[src/exec_pkg.sv]
package exec_pkg;

  // ------------------------------------------------------------------
  // Timing
  // ------------------------------------------------------------------
  localparam int unsigned CLK_PERIOD_NS = 10;
  localparam int unsigned INSTR_CYCLE_NS = 40;
  localparam int unsigned CYCLE_CLKS = (INSTR_CYCLE_NS + CLK_PERIOD_NS - 1) / CLK_PERIOD_NS;
  localparam logic [1:0] CYCLE_LAST = 2'(CYCLE_CLKS - 1);

  // ------------------------------------------------------------------
  // Instruction encodings (12-bit words)
  // ------------------------------------------------------------------
  localparam logic [11:0] LIT_MASK = 12'hf00;
  localparam logic [11:0] LOAD_LITERAL_OP = 12'hc00;
  localparam logic [11:0] RETURN_WITH_LITERAL_OP = 12'h800;
  localparam logic [11:0] FILE_MASK = 12'hfc0;
  localparam logic [11:0] ROTATE_LEFT_CARRY_OP = 12'h340;
  localparam logic [11:0] SUBTRACT_FROM_FILE_OP = 12'h080;
  localparam logic [11:0] CONFIG_LOAD_OP = 12'h002;
  localparam logic [11:0] SLEEP_OP = 12'h003;
  localparam int unsigned DEST_BIT = 5;

  // ------------------------------------------------------------------
  // Register port map
  // ------------------------------------------------------------------
  localparam logic [5:0] ADDR_FILE_TOP = 6'h1f;
  localparam logic [5:0] ADDR_ACC = 6'h20;
  localparam logic [5:0] ADDR_CONFIG = 6'h21;
  localparam logic [5:0] ADDR_STATUS = 6'h22;
  localparam logic [5:0] ADDR_WATCHDOG = 6'h23;
  localparam logic [5:0] ADDR_CONTROL = 6'h24;

  // Status bit positions
  localparam int unsigned ST_CARRY = 0;
  localparam int unsigned ST_NIBBLE = 1;
  localparam int unsigned ST_ZERO = 2;
  localparam int unsigned ST_POWERDOWN = 3;
  localparam int unsigned ST_EXPIRY = 4;
  localparam int unsigned ST_WAKE = 5;
  // Control bit positions
  localparam int unsigned CT_ASLEEP = 0;
  localparam int unsigned CT_FLUSH = 1;

  // Reset values
  localparam logic [7:0] CONFIG_RESET = 8'hff;
  localparam logic [10:0] IP_RESET = 11'h7ff;

endpackage : exec_pkg

[src/alu_if.sv]
`timescale 1ns/1ps

interface alu_if;
  logic       subtract;
  logic [7:0] fval;
  logic [7:0] acc;
  logic       cin;
  logic [7:0] res;
  logic       cout;
  logic       dcout;
  logic       zout;

  modport core (output subtract, fval, acc, cin, input res, cout, dcout, zout);
  modport alu  (input subtract, fval, acc, cin, output res, cout, dcout, zout);
endinterface : alu_if

[src/exec_core.sv]
// How it works
// - Load-literal puts the 8-bit immediate in the accumulator, no flag changes.
// - Configuration-load copies the accumulator into the configuration register.
// - Return-with-literal puts the immediate in the accumulator, flags untouched.
// - Return-with-literal reloads the instruction pointer from the stack top.
// - Return-with-literal takes two cycles; the prefetched word is discarded.
// - Sleep clears the watchdog counter and its prescaler.
// - Sleep sets the watchdog-expiry flag to one.
// - Sleep clears the powerdown flag, pin-change wake flag untouched.
// - After sleep the oscillator halts and execution stops.
// - Subtract computes file value minus accumulator in two's complement.
// - Destination bit zero writes the accumulator, one writes the file register.
`timescale 1ns/1ps

module exec_core (
  input  wire logic        clock,        // 100 MHz core clock
  input  wire logic        rst_b,        // Asynchronous reset, active low
  input  wire logic [11:0] instr,        // Fetched instruction word
  input  wire logic        instr_valid,  // Instruction word present
  output logic             instr_taken,  // Pulse: word consumed this cycle
  input  wire logic [10:0] stack_top,    // Top of the return-address stack
  output logic      [10:0] ip,           // Instruction pointer
  output logic             osc_run,      // High while the oscillator runs
  output logic      [7:0]  acc_out,      // Accumulator contents
  output logic      [7:0]  config_out,   // Configuration register contents
  input  wire logic [5:0]  addr,         // Register port address
  input  wire logic [7:0]  wdata,        // Register port write data
  input  wire logic        wr,           // Write strobe
  input  wire logic        rd,           // Read strobe
  output logic      [7:0]  rdata         // Read data, one cycle after rd
);

  // ------------------------------------------------------------------
  // State
  // ------------------------------------------------------------------
  typedef enum logic [2:0] {
    RUN   = 3'b001,
    FLUSH = 3'b010,
    SLEEP = 3'b100
  } mode_t;

  typedef struct packed {
    mode_t             mode;
    logic [1:0]        phase;
    logic [7:0]        acc;
    logic [7:0]        cfg;
    logic [31:0][7:0]  file;
    logic              carry;
    logic              nibble;
    logic              zero;
    logic              expiry;
    logic              powerdown;
    logic              wake;
    logic [7:0]        wdog;
    logic [7:0]        wpre;
    logic [10:0]       ip;
    logic              taken;
    logic [7:0]        rdata;
  } state_t;

  state_t state_reg;
  state_t state_next;

  alu_if alu_bus ();

  exec_alu u_alu (
    .bus (alu_bus)
  );

  // ------------------------------------------------------------------
  // Decode helpers
  // ------------------------------------------------------------------
  function automatic logic is_lit(input logic [11:0] w, input logic [11:0] op);
    is_lit = ((w & exec_pkg::LIT_MASK) == op);
  endfunction : is_lit

  function automatic logic is_file(input logic [11:0] w, input logic [11:0] op);
    is_file = ((w & exec_pkg::FILE_MASK) == op);
  endfunction : is_file

  function automatic logic [7:0] status_byte(input state_t s);
    status_byte = 8'h00;
    status_byte[exec_pkg::ST_CARRY] = s.carry;
    status_byte[exec_pkg::ST_NIBBLE] = s.nibble;
    status_byte[exec_pkg::ST_ZERO] = s.zero;
    status_byte[exec_pkg::ST_POWERDOWN] = s.powerdown;
    status_byte[exec_pkg::ST_EXPIRY] = s.expiry;
    status_byte[exec_pkg::ST_WAKE] = s.wake;
  endfunction : status_byte

  // ------------------------------------------------------------------
  // Combinational decode signals
  // ------------------------------------------------------------------
  logic       tick;
  logic       exec_ok;
  logic [4:0] faddr;
  logic       dest_file;
  logic [7:0] fval;
  logic       op_load;
  logic       op_ret;
  logic       op_cfg;
  logic       op_sleep;
  logic       op_rot;
  logic       op_sub;

  // The instruction cycle only advances while the oscillator runs
  assign tick = (state_reg.phase == exec_pkg::CYCLE_LAST);
  assign exec_ok = tick && instr_valid && (state_reg.mode == RUN);
  assign faddr = instr[4:0];
  assign dest_file = instr[exec_pkg::DEST_BIT];
  assign fval = state_reg.file[faddr];
  assign op_load = is_lit(instr, exec_pkg::LOAD_LITERAL_OP);
  assign op_ret = is_lit(instr, exec_pkg::RETURN_WITH_LITERAL_OP);
  assign op_cfg = (instr == exec_pkg::CONFIG_LOAD_OP);
  assign op_sleep = (instr == exec_pkg::SLEEP_OP);
  assign op_rot = is_file(instr, exec_pkg::ROTATE_LEFT_CARRY_OP);
  assign op_sub = is_file(instr, exec_pkg::SUBTRACT_FROM_FILE_OP);

  assign alu_bus.subtract = op_sub;
  assign alu_bus.fval = fval;
  assign alu_bus.acc = state_reg.acc;
  assign alu_bus.cin = state_reg.carry;

  // ------------------------------------------------------------------
  // Next state
  // ------------------------------------------------------------------
  always_comb begin
    state_next = state_reg;
    state_next.taken = 1'b0;
    state_next.rdata = 8'h00;

    // Divider: the phase counter stops with the oscillator
    if (state_reg.mode != SLEEP) begin
      if (tick) begin
        state_next.phase = 2'h0;
      end else begin
        state_next.phase = state_reg.phase + 2'h1;
      end
    end

    // Watchdog keeps its own count, even while the core sleeps
    if (tick || state_reg.mode == SLEEP) begin
      state_next.wpre = state_reg.wpre + 8'h01;
      if (state_reg.wpre == 8'hff) begin
        state_next.wdog = state_reg.wdog + 8'h01;
        if (state_reg.wdog == 8'hff) begin
          state_next.expiry = 1'b0;
        end
      end
    end

    // Register port writes come first, so hardware events below win
    if (wr) begin
      if (addr <= exec_pkg::ADDR_FILE_TOP) begin
        state_next.file[addr[4:0]] = wdata;
      end else begin
        unique case (addr)
          exec_pkg::ADDR_ACC: begin
            state_next.acc = wdata;
          end
          exec_pkg::ADDR_CONFIG: begin
            state_next.cfg = wdata;
          end
          exec_pkg::ADDR_STATUS: begin
            state_next.carry = wdata[exec_pkg::ST_CARRY];
            state_next.nibble = wdata[exec_pkg::ST_NIBBLE];
            state_next.zero = wdata[exec_pkg::ST_ZERO];
            state_next.powerdown = wdata[exec_pkg::ST_POWERDOWN];
            state_next.expiry = wdata[exec_pkg::ST_EXPIRY];
            state_next.wake = wdata[exec_pkg::ST_WAKE];
          end
          exec_pkg::ADDR_WATCHDOG: begin
            state_next.wdog = 8'h00;
            state_next.wpre = 8'h00;
          end
          exec_pkg::ADDR_CONTROL: begin
            // Writing a one to the asleep bit restarts the oscillator
            if (wdata[exec_pkg::CT_ASLEEP] && state_reg.mode == SLEEP) begin
              state_next.mode = RUN;
              state_next.phase = 2'h0;
            end
          end
          default: begin
          end
        endcase
      end
    end

    // Register port reads
    if (rd) begin
      if (addr <= exec_pkg::ADDR_FILE_TOP) begin
        state_next.rdata = state_reg.file[addr[4:0]];
      end else begin
        unique case (addr)
          exec_pkg::ADDR_ACC: begin
            state_next.rdata = state_reg.acc;
          end
          exec_pkg::ADDR_CONFIG: begin
            state_next.rdata = state_reg.cfg;
          end
          exec_pkg::ADDR_STATUS: begin
            state_next.rdata = status_byte(state_reg);
          end
          exec_pkg::ADDR_WATCHDOG: begin
            state_next.rdata = state_reg.wdog;
          end
          exec_pkg::ADDR_CONTROL: begin
            state_next.rdata[exec_pkg::CT_ASLEEP] = (state_reg.mode == SLEEP);
            state_next.rdata[exec_pkg::CT_FLUSH] = (state_reg.mode == FLUSH);
          end
          default: begin
            state_next.rdata = 8'h00;
          end
        endcase
      end
    end

    // Second cycle of a return: the prefetched word is thrown away
    if (tick && state_reg.mode == FLUSH) begin
      state_next.mode = RUN;
      state_next.taken = instr_valid;
    end

    // Instruction execution, one instruction cycle each, two for a return
    if (exec_ok) begin
      state_next.taken = 1'b1;
      state_next.ip = state_reg.ip + 11'h001;
      if (op_load) begin
        state_next.acc = instr[7:0];
      end else if (op_ret) begin
        state_next.acc = instr[7:0];
        state_next.ip = stack_top;
        state_next.mode = FLUSH;
      end else if (op_cfg) begin
        state_next.cfg = state_reg.acc;
      end else if (op_sleep) begin
        state_next.wdog = 8'h00;
        state_next.wpre = 8'h00;
        state_next.expiry = 1'b1;
        state_next.powerdown = 1'b0;
        state_next.mode = SLEEP;
        state_next.phase = 2'h0;
      end else if (op_rot || op_sub) begin
        if (dest_file) begin
          state_next.file[faddr] = alu_bus.res;
        end else begin
          state_next.acc = alu_bus.res;
        end
        state_next.carry = alu_bus.cout;
        if (op_sub) begin
          state_next.nibble = alu_bus.dcout;
          state_next.zero = alu_bus.zout;
        end
      end
    end
  end

  // ------------------------------------------------------------------
  // State register
  // ------------------------------------------------------------------
  always_ff @(posedge clock or negedge rst_b) begin
    if (!rst_b) begin
      state_reg <= '0;
      state_reg.mode <= RUN;
      state_reg.cfg <= exec_pkg::CONFIG_RESET;
      state_reg.ip <= exec_pkg::IP_RESET;
      state_reg.expiry <= 1'b1;
      state_reg.powerdown <= 1'b1;
    end else begin
      state_reg <= state_next;
    end
  end

  // ------------------------------------------------------------------
  // Outputs
  // ------------------------------------------------------------------
  assign instr_taken = state_reg.taken;
  assign ip = state_reg.ip;
  assign osc_run = (state_reg.mode != SLEEP);
  assign acc_out = state_reg.acc;
  assign config_out = state_reg.cfg;
  assign rdata = state_reg.rdata;

endmodule : exec_core

[src/exec_alu.sv]
`timescale 1ns/1ps

module exec_alu (
  alu_if.alu bus  // Operands in, result and flags out
);

  logic [8:0] diff;
  logic [4:0] low_diff;

  // ------------------------------------------------------------------
  // Rotate or subtract
  // ------------------------------------------------------------------
  always_comb begin
    diff = {1'b0, bus.fval} - {1'b0, bus.acc};
    low_diff = {1'b0, bus.fval[3:0]} - {1'b0, bus.acc[3:0]};
    if (bus.subtract) begin
      bus.res = diff[7:0];
      bus.cout = ~diff[8];
      bus.dcout = ~low_diff[4];
    end else begin
      bus.res = {bus.fval[6:0], bus.cin};
      bus.cout = bus.fval[7];
      bus.dcout = 1'b0;
    end
    bus.zout = (bus.res == 8'h00);
  end

endmodule : exec_alu

[config.mk]
export PLATFORM = sky130hd
export DESIGN_NAME = exec_core
export DESIGN_NICKNAME = d
export VERILOG_FILES = /design/src/exec_pkg.sv /design/src/alu_if.sv /design/src/exec_core.sv /design/src/exec_alu.sv
export SDC_FILE = /design/constraint.sdc
export NUM_CORES = 1
export LEC_CHECK = 0
export BUFFER_PORTS_ARGS = -buffer_cell sky130_fd_sc_hd__buf_2
export CORE_MARGIN = 2
export CORE_UTILIZATION = 35
export CTS_CLUSTER_DIAMETER = 60
export DETAILED_ROUTE_END_ITERATION = 10
export GPL_TIMING_DRIVEN = 0
export PLACE_DENSITY = 0.51
export SYNTH_ARGS = -nofsm -noshare
export SYNTH_HDL_FRONTEND = slang
export SYNTH_SLANG_ARGS = --single-unit
[constraint.sdc]
create_clock -name clock -period 3.74 [get_ports clock]
set_input_delay 0.187 -clock clock [delete_from_list [all_inputs] [get_ports clock]]
set_output_delay 0.187 -clock clock [all_outputs]
set_load 0.1 [all_outputs]
==> flow_summary_export.csv, run 1 <==
group,metric,value,unit
floorplanning,dieWidth,246,um
clock_tree,clock_latency,0.61,ns
clock_tree,numCtsBuffers,42,
outcome,outcome,"finished with violations",
worst_setup_path,arrival,4.39,ns
routing,dr.pass1.iters,5,
floorplanning,placement_rows,88,
routing,via_per_inst,6.19,
cells_and_area,final_common_cell,"dfrtp_1",
sta,slew_headroom,-3.76,%
flow_run,drv_cap,3,
floorplanning,coreArea,57800,um2
power,peakVddDrop,0.000303,V
floorplanning,ios,79,
placed_design,post-place-ws,-2.33,ns
global_route,grt_pass1_vias,17900,
outcome,violations,"max-capacitance violations, max-slew violations, negative setup slack",
cells_and_area,fin_util,41.9,%
sta,final-setup-viol-count,30,
logic_synthesis,ys_types,66,
logic_synthesis,synth-edff-count,0,
power,switchingPower,4.10,mW
logic_synthesis,netlist_area,20500,um2
worst_setup_path,endpoint_kind,"flop",
global_route,grt_pass1_wl,136,mm
global_route,track_usage,32.2,%
power,internal_power,7.62,mW
sta,fin_skew,0.0335,ns
routing,vias,18600,
sta,finalHoldViolCount,0,
floorplanning,die_area,60600,um2
sta,holdWs,0.000528,ns
clock_tree,cts_tree,"built",
logic_synthesis,synth-main-ff-cell,"dfrtp_1",
worst_setup_path,rrSetupSlack,-0.19,ns
clock_tree,ctsHtreeMaxLevel,2,
global_route,grt.overflow.total,0,
worst_setup_path,path_class,"reg -> reg",
sta,rsz0062_at_grt,"true",
sta,finalCritPeriodShare,105,%
global_route,grt_max_degree,111,
worst_setup_path,crit_required,4.20,ns
routing,drtIter0Drc,2221,
sta,tightest_slew,1.56,ns
cells_and_area,final_cell_mix,"dfrtp_1, nand2_1, mux2i_1",
power,p_sw_share,35.0,%
sta,slew_violations,30,
logic_synthesis,postSynthRegisterBits,319,
placed_design,routabilityCongestion,1.03,
logic_synthesis,syn_nets,2109,
clock_tree,ctsRootBufferMaster,"clkbuf_16",
routing,drt_wl_total,98.5,mm
routing,wl_per_cell,32.8,um
power,power_frac_clock,36.3,%
power,comb_power_share,26.1,%
cells_and_area,nets,2262,
placed_design,dp_hpwl,71.0,mm
power,p_seq_share,37.5,%
routing,drc_errors,0,
worst_setup_path,cp_max_fo,10,
floorplanning,chipHeight,246,um
power,p_leak,10.7,nW
worst_setup_path,worstSetupStartpointType,"flop",
clock_tree,max-clock-path-buffers,3,
floorplanning,start_util,35.5,%
logic_synthesis,yosysWarnings,0,
logic_synthesis,yosysSeqAreaShare,39.0,%
sta,fmax,254,MHz
routing,drtAntennaViolNets,0,
global_route,antenna_found_initial,3,
clock_tree,cts.sinks,319,
cells_and_area,largest_reg_flops,282,
cells_and_area,areaGrowthSynthToFinish,18.0,%
power,powerDensity,484,nW/um2
min_path,hp-class,"in -> reg",
sta,finalWorstSetupSlack,-0.190,ns
logic_synthesis,synth.avg_cell_area,9.99,um2
clock_tree,clk_pin_slew,0.06,ns
logic_synthesis,synthArstFlopShare,100,%
logic_synthesis,postSynthCellCount,2053,
placed_design,port-buffer-count,68,
cells_and_area,drive_gt1_share,25.6,%
sta,period_needed,3.93,ns
-- synth_stat cells (5+ instances only) --
cell | number | share of area (%)
nor4_1 | 15 | 0.46
nor3_1 | 16 | 0.39
o21ai_1 | 5 | 0.12
dfstp_2 | 22 | 2.8
o22ai_1 | 68 | 2.1
nor2b_1 | 38 | 1.2
nand4bb_1 | 5 | 0.27
inv_1 | 15 | 0.27
a211oi_1 | 31 | 1.1
nand3_1 | 32 | 0.78
buf_2 | 31 | 0.76
dfrtp_1 | 297 | 36
mux2i_1 | 235 | 11
mux4_2 | 95 | 10
a21oi_1 | 140 | 3.4
xor2_1 | 12 | 0.51
o21ai_0 | 169 | 4.1
clkbuf_1 | 127 | 2.3
buf_1 | 12 | 0.22
xnor2_1 | 6 | 0.26
nand2b_1 | 7 | 0.21
nand4_1 | 6 | 0.18
and3_1 | 5 | 0.15
nor2_1 | 152 | 2.8
buf_4 | 38 | 1.4
mux2_2 | 138 | 7.6
ha_1 | 13 | 0.79
nand2_1 | 240 | 4.4
and2_1 | 17 | 0.52
-- area by class of cell --
class	instances	area (um2)
inverters	16	60.1
multi-input cells	1505	11800
plain buffers	211	1180
clock inverters	19	270
diodes	3	7.51
fillers	5624	33600
well taps	765	957
repair buffers	111	818
clock buffers	53	1140
flip-flops and latches	319	8010
-- cells by family after synthesis --
| kind of cell | Yosys count | share of synthesized area [%] |
|---|---|---|
| adder cells (fa/ha/maj) | 14 | 0.890 |
| multiplexers | 468 | 29.5 |
| buffers and inverters | 229 | 5.23 |
| AO/OA/AOI/OAI | 443 | 12.1 |
| flip-flops | 319 | 39.0 |
| AND/OR/NAND/NOR | 562 | 12.5 |
| XOR/XNOR | 18 | 0.768 |
-- worst max-delay path, cell delays in order (launching register included) --
cell      delay, ns
dfrtp_1        0.37
ha_1           0.29
nand3b_1       0.17
nor2_2         0.41
nand3_1        0.47
nor4_1         1.36
clkbuf_1       0.52
o21ai_0        0.19
-- power by group through the flow --
stage	Clock [mW]	Combinational, mW	Sequential [mW]
after floorplan	0	1.76	4.18
after global placement	0	2.67	4.40
after detailed placement	0	2.71	4.42
after CTS	4.30	2.89	4.37
after global routing	4.45	3.18	4.43
final	4.26	3.06	4.40
-- metal layers --
metal,GRT usage [%],share of wire (%),wire length (um)
met4,15.8,5.7,5640
met3,8.22,9.9,9770
met1,42.4,40,39500
met2,49.2,44,43500
met5,0,0.047,46
-- repair_timing --
action | 4_1_cts | 5_1_grt
setup buffers | 17 | 3
hold buffers | 17 | 0
resized for setup | 80 | 70
hold endpoints to repair | 232 | 0
setup endpoints to repair | 260 | 183
gates cloned | 0 | 2
pin swaps | 6 | 12
-- final timing paths --
path                                   to            from  cells after the start
max in group asynchronous  state_reg[242]           rst_b                      5
min                                 ip[9]       instr[10]                      5
max                        state_reg[163]  state_reg[314]                      7
max reg2reg                state_reg[163]  state_reg[314]                      7
min reg2reg                        ip[10]          ip[10]                      2
min in group asynchronous   state_reg[23]           rst_b                      3
-- metrics by stage --
stage / instances / TNS (ns) / cell area (um2) / total power [mW]
global route: 2999 / -2.59 / 24200 / 12.1
floorplan: 2053 / 0 / 20500 / 5.94
CTS: 2996 / 0 / 24000 / 11.6
global placement: 2886 / -1612.06 / 21800 / 7.07
detailed placement: 2890 / -377.99 / 21900 / 7.13
finish: 3002 / -1.78 / 24200 / 11.7
No activity file was read; power rests on OpenSTA's default activity.
==> run 2, diff against run 1 <==
--- a/config.mk
+++ b/config.mk
@@ -11,6 +11,7 @@
 export CTS_CLUSTER_DIAMETER = 60
 export DETAILED_ROUTE_END_ITERATION = 10
 export GPL_TIMING_DRIVEN = 0
+export HOLD_SLACK_MARGIN = 0.06
 export PLACE_DENSITY = 0.51
 export SYNTH_ARGS = -nofsm -noshare
 export SYNTH_HDL_FRONTEND = slang
==> run 2 against run 1 <==
The run still ends with max-capacitance violations, max-slew violations, negative setup slack left. Sequential share of layout area about the same. Clock power about the same. Global-route usage about the same. Worst setup slack gained 0.047 ns. Clock-buffer cell count did not move.
==> flow_summary_export.csv, run 2 (synthesized netlist as in run 1, its figures left out) <==
group,metric,value,unit
floorplanning,placement_rows,88,
worst_setup_path,rrSetupSlack,-0.14,ns
cells_and_area,fin_cells,3005,
worst_setup_path,arrival,4.35,ns
clock_tree,ctsHtreeMaxLevel,2,
sta,fmax,257,MHz
global_route,grt.overflow.total,0,
placed_design,dp_hpwl,71.0,mm
floorplanning,coreArea,57800,um2
cells_and_area,final_area,24200,um2
global_route,grt_pass1_wl,136,mm
floorplanning,ios,79,
worst_setup_path,crit_required,4.20,ns
cells_and_area,areaGrowthSynthToFinish,18.1,%
outcome,violations,"max-capacitance violations, max-slew violations, negative setup slack",
sta,period_needed,3.88,ns
power,peakVddDrop,0.000302,V
global_route,grt_max_degree,111,
cells_and_area,final_cell_mix,"dfrtp_1, nand2_1, mux2i_1",
cells_and_area,drive_gt1_share,25.6,%
floorplanning,die_area,60600,um2
clock_tree,clk_pin_slew,0.06,ns
cells_and_area,final_common_cell,"dfrtp_1",
worst_setup_path,rr_worst_depth,7,
min_path,hold_end,"state_reg[72]",
sta,finalCritPeriodShare,104,%
clock_tree,clock_latency,0.61,ns
clock_tree,numCtsBuffers,42,
power,p_leak,10.7,nW
placed_design,placed_cell_area,21900,um2
clock_tree,cts.sinks,319,
global_route,antenna_found_initial,3,
sta,rsz0062_at_grt,"true",
flow_run,drv_cap,3,
worst_setup_path,path_class,"reg -> reg",
worst_setup_path,r2r_start,"state_reg[314]",
routing,wl_per_cell,32.8,um
cells_and_area,fill_cells,5625,
sta,finalWorstSetupSlack,-0.144,ns
min_path,hold_depth,4,
worst_setup_path,worstSetupStartpointType,"flop",
placed_design,port-buffer-count,68,
sta,slew_violations,22,
routing,drt_wl_total,98.4,mm
outcome,outcome,"finished with violations",
routing,drc_errors,0,
global_route,track_usage,32.2,%
cells_and_area,fin_util,41.9,%
floorplanning,chipHeight,246,um
sta,final-setup-viol-count,21,
min_path,hold_start,"wdata[6]",
worst_setup_path,regToRegEndpoint,"state_reg[163]",
floorplanning,dieWidth,246,um
routing,drtIter0Drc,2261,
min_path,hp-class,"in -> reg",
sta,tightest_slew,1.56,ns
power,p_total,11.7,mW
power,powerDensity,484,nW/um2
clock_tree,cts_tree,"built",
routing,drtAntennaViolNets,0,
sta,slew_headroom,-4.07,%
placed_design,routabilityCongestion,1.03,
clock_tree,ctsRootBufferMaster,"clkbuf_16",
routing,via_per_inst,6.18,
cells_and_area,largest_reg_flops,282,
worst_setup_path,endpoint_kind,"flop",
sta,fin_skew,0.0343,ns
clock_tree,max-clock-path-buffers,3,
floorplanning,start_util,35.5,%
sta,holdWs,0.0709,ns
worst_setup_path,cp_max_fo,10,
routing,dr.pass1.iters,6,
placed_design,dp.cells,2890,
sta,finalHoldViolCount,0,
global_route,grt_pass1_vias,17900,
cells_and_area,nets,2264,
routing,vias,18600,
run 2: cell count changes in the layout (fill, tap and decap cells not counted), sizes merged:
cell         before  now
diode             3    4
dlygate4sd3      17   19
run 2: repair_timing:
item	CTS	global route
gates resized for setup	80	70
setup endpoints to repair	260	183
buffers inserted	17	3
endpoints found under the hold margin	234	0
gates cloned	0	2
hold buffers	19	0
pin swaps	6	12
run 2: worst max-delay path by stage:
stage,startpoint,endpoint,slack (ns),cells past startpoint
2_1_floorplan,instr[0],state_reg[112],0.04,18
3_3_place_gp,rst_b,state_reg[245],-4.06,1
3_5_place_dp,instr[0],state_reg[286],-2.33,16
4_1_cts,state_reg[146],acc_out[6],0.003,15
5_1_grt,state_reg[314],state_reg[227],-0.14,7
6_report,state_reg[314],state_reg[163],-0.14,7
run 2: cell type report:
class	instances	area, um2	share of cell area (%)
multi-input combinational	1505	11800	48.5
sequential	319	8010	33.1
buffer	211	1180	4.85
clock buffer	53	1140	4.72
tap	765	957	3.95
timing repair buffer	113	838	3.46
clock inverter	19	270	1.12
inverter	16	60.1	0.248
antenna	4	10.0	0.0413
run 2: power breakdown:
part	internal [mW]	leakage [nW]	switching, mW
Clock	2.53	0.692	1.74
Sequential	3.90	4.18	0.502
Combinational	1.20	5.80	1.86
run 2: worst max-delay path, stage by stage (launching register included):
cell      delay, ns
dfrtp_1        0.37
ha_1           0.29
nand3b_1       0.17
nor2_2         0.39
nand3_1        0.48
nor4_1         1.33
clkbuf_1       0.50
o21ai_0        0.19
run 2: routing by layer:
| metal | up-vias | share of wire [%] | track usage, % |
|---|---|---|---|
| met3 | 252 | 10 | 8.21 |
| met4 | 4 | 5.7 | 15.8 |
| met1 | 9459 | 40 | 42.5 |
| met5 | - | 0.029 | 0 |
| li1 | 7772 | - | - |
| met2 | 1089 | 44 | 49.2 |
run 2: through the flow:
step           worst slack (ns)  setup TNS [ns]
2_1_floorplan            0.0395               0
3_3_place_gp              -4.06        -1612.06
3_5_place_dp              -2.33         -377.99
4_1_cts                 0.00252               0
5_1_grt                  -0.140           -2.59
6_report                 -0.144          -0.969
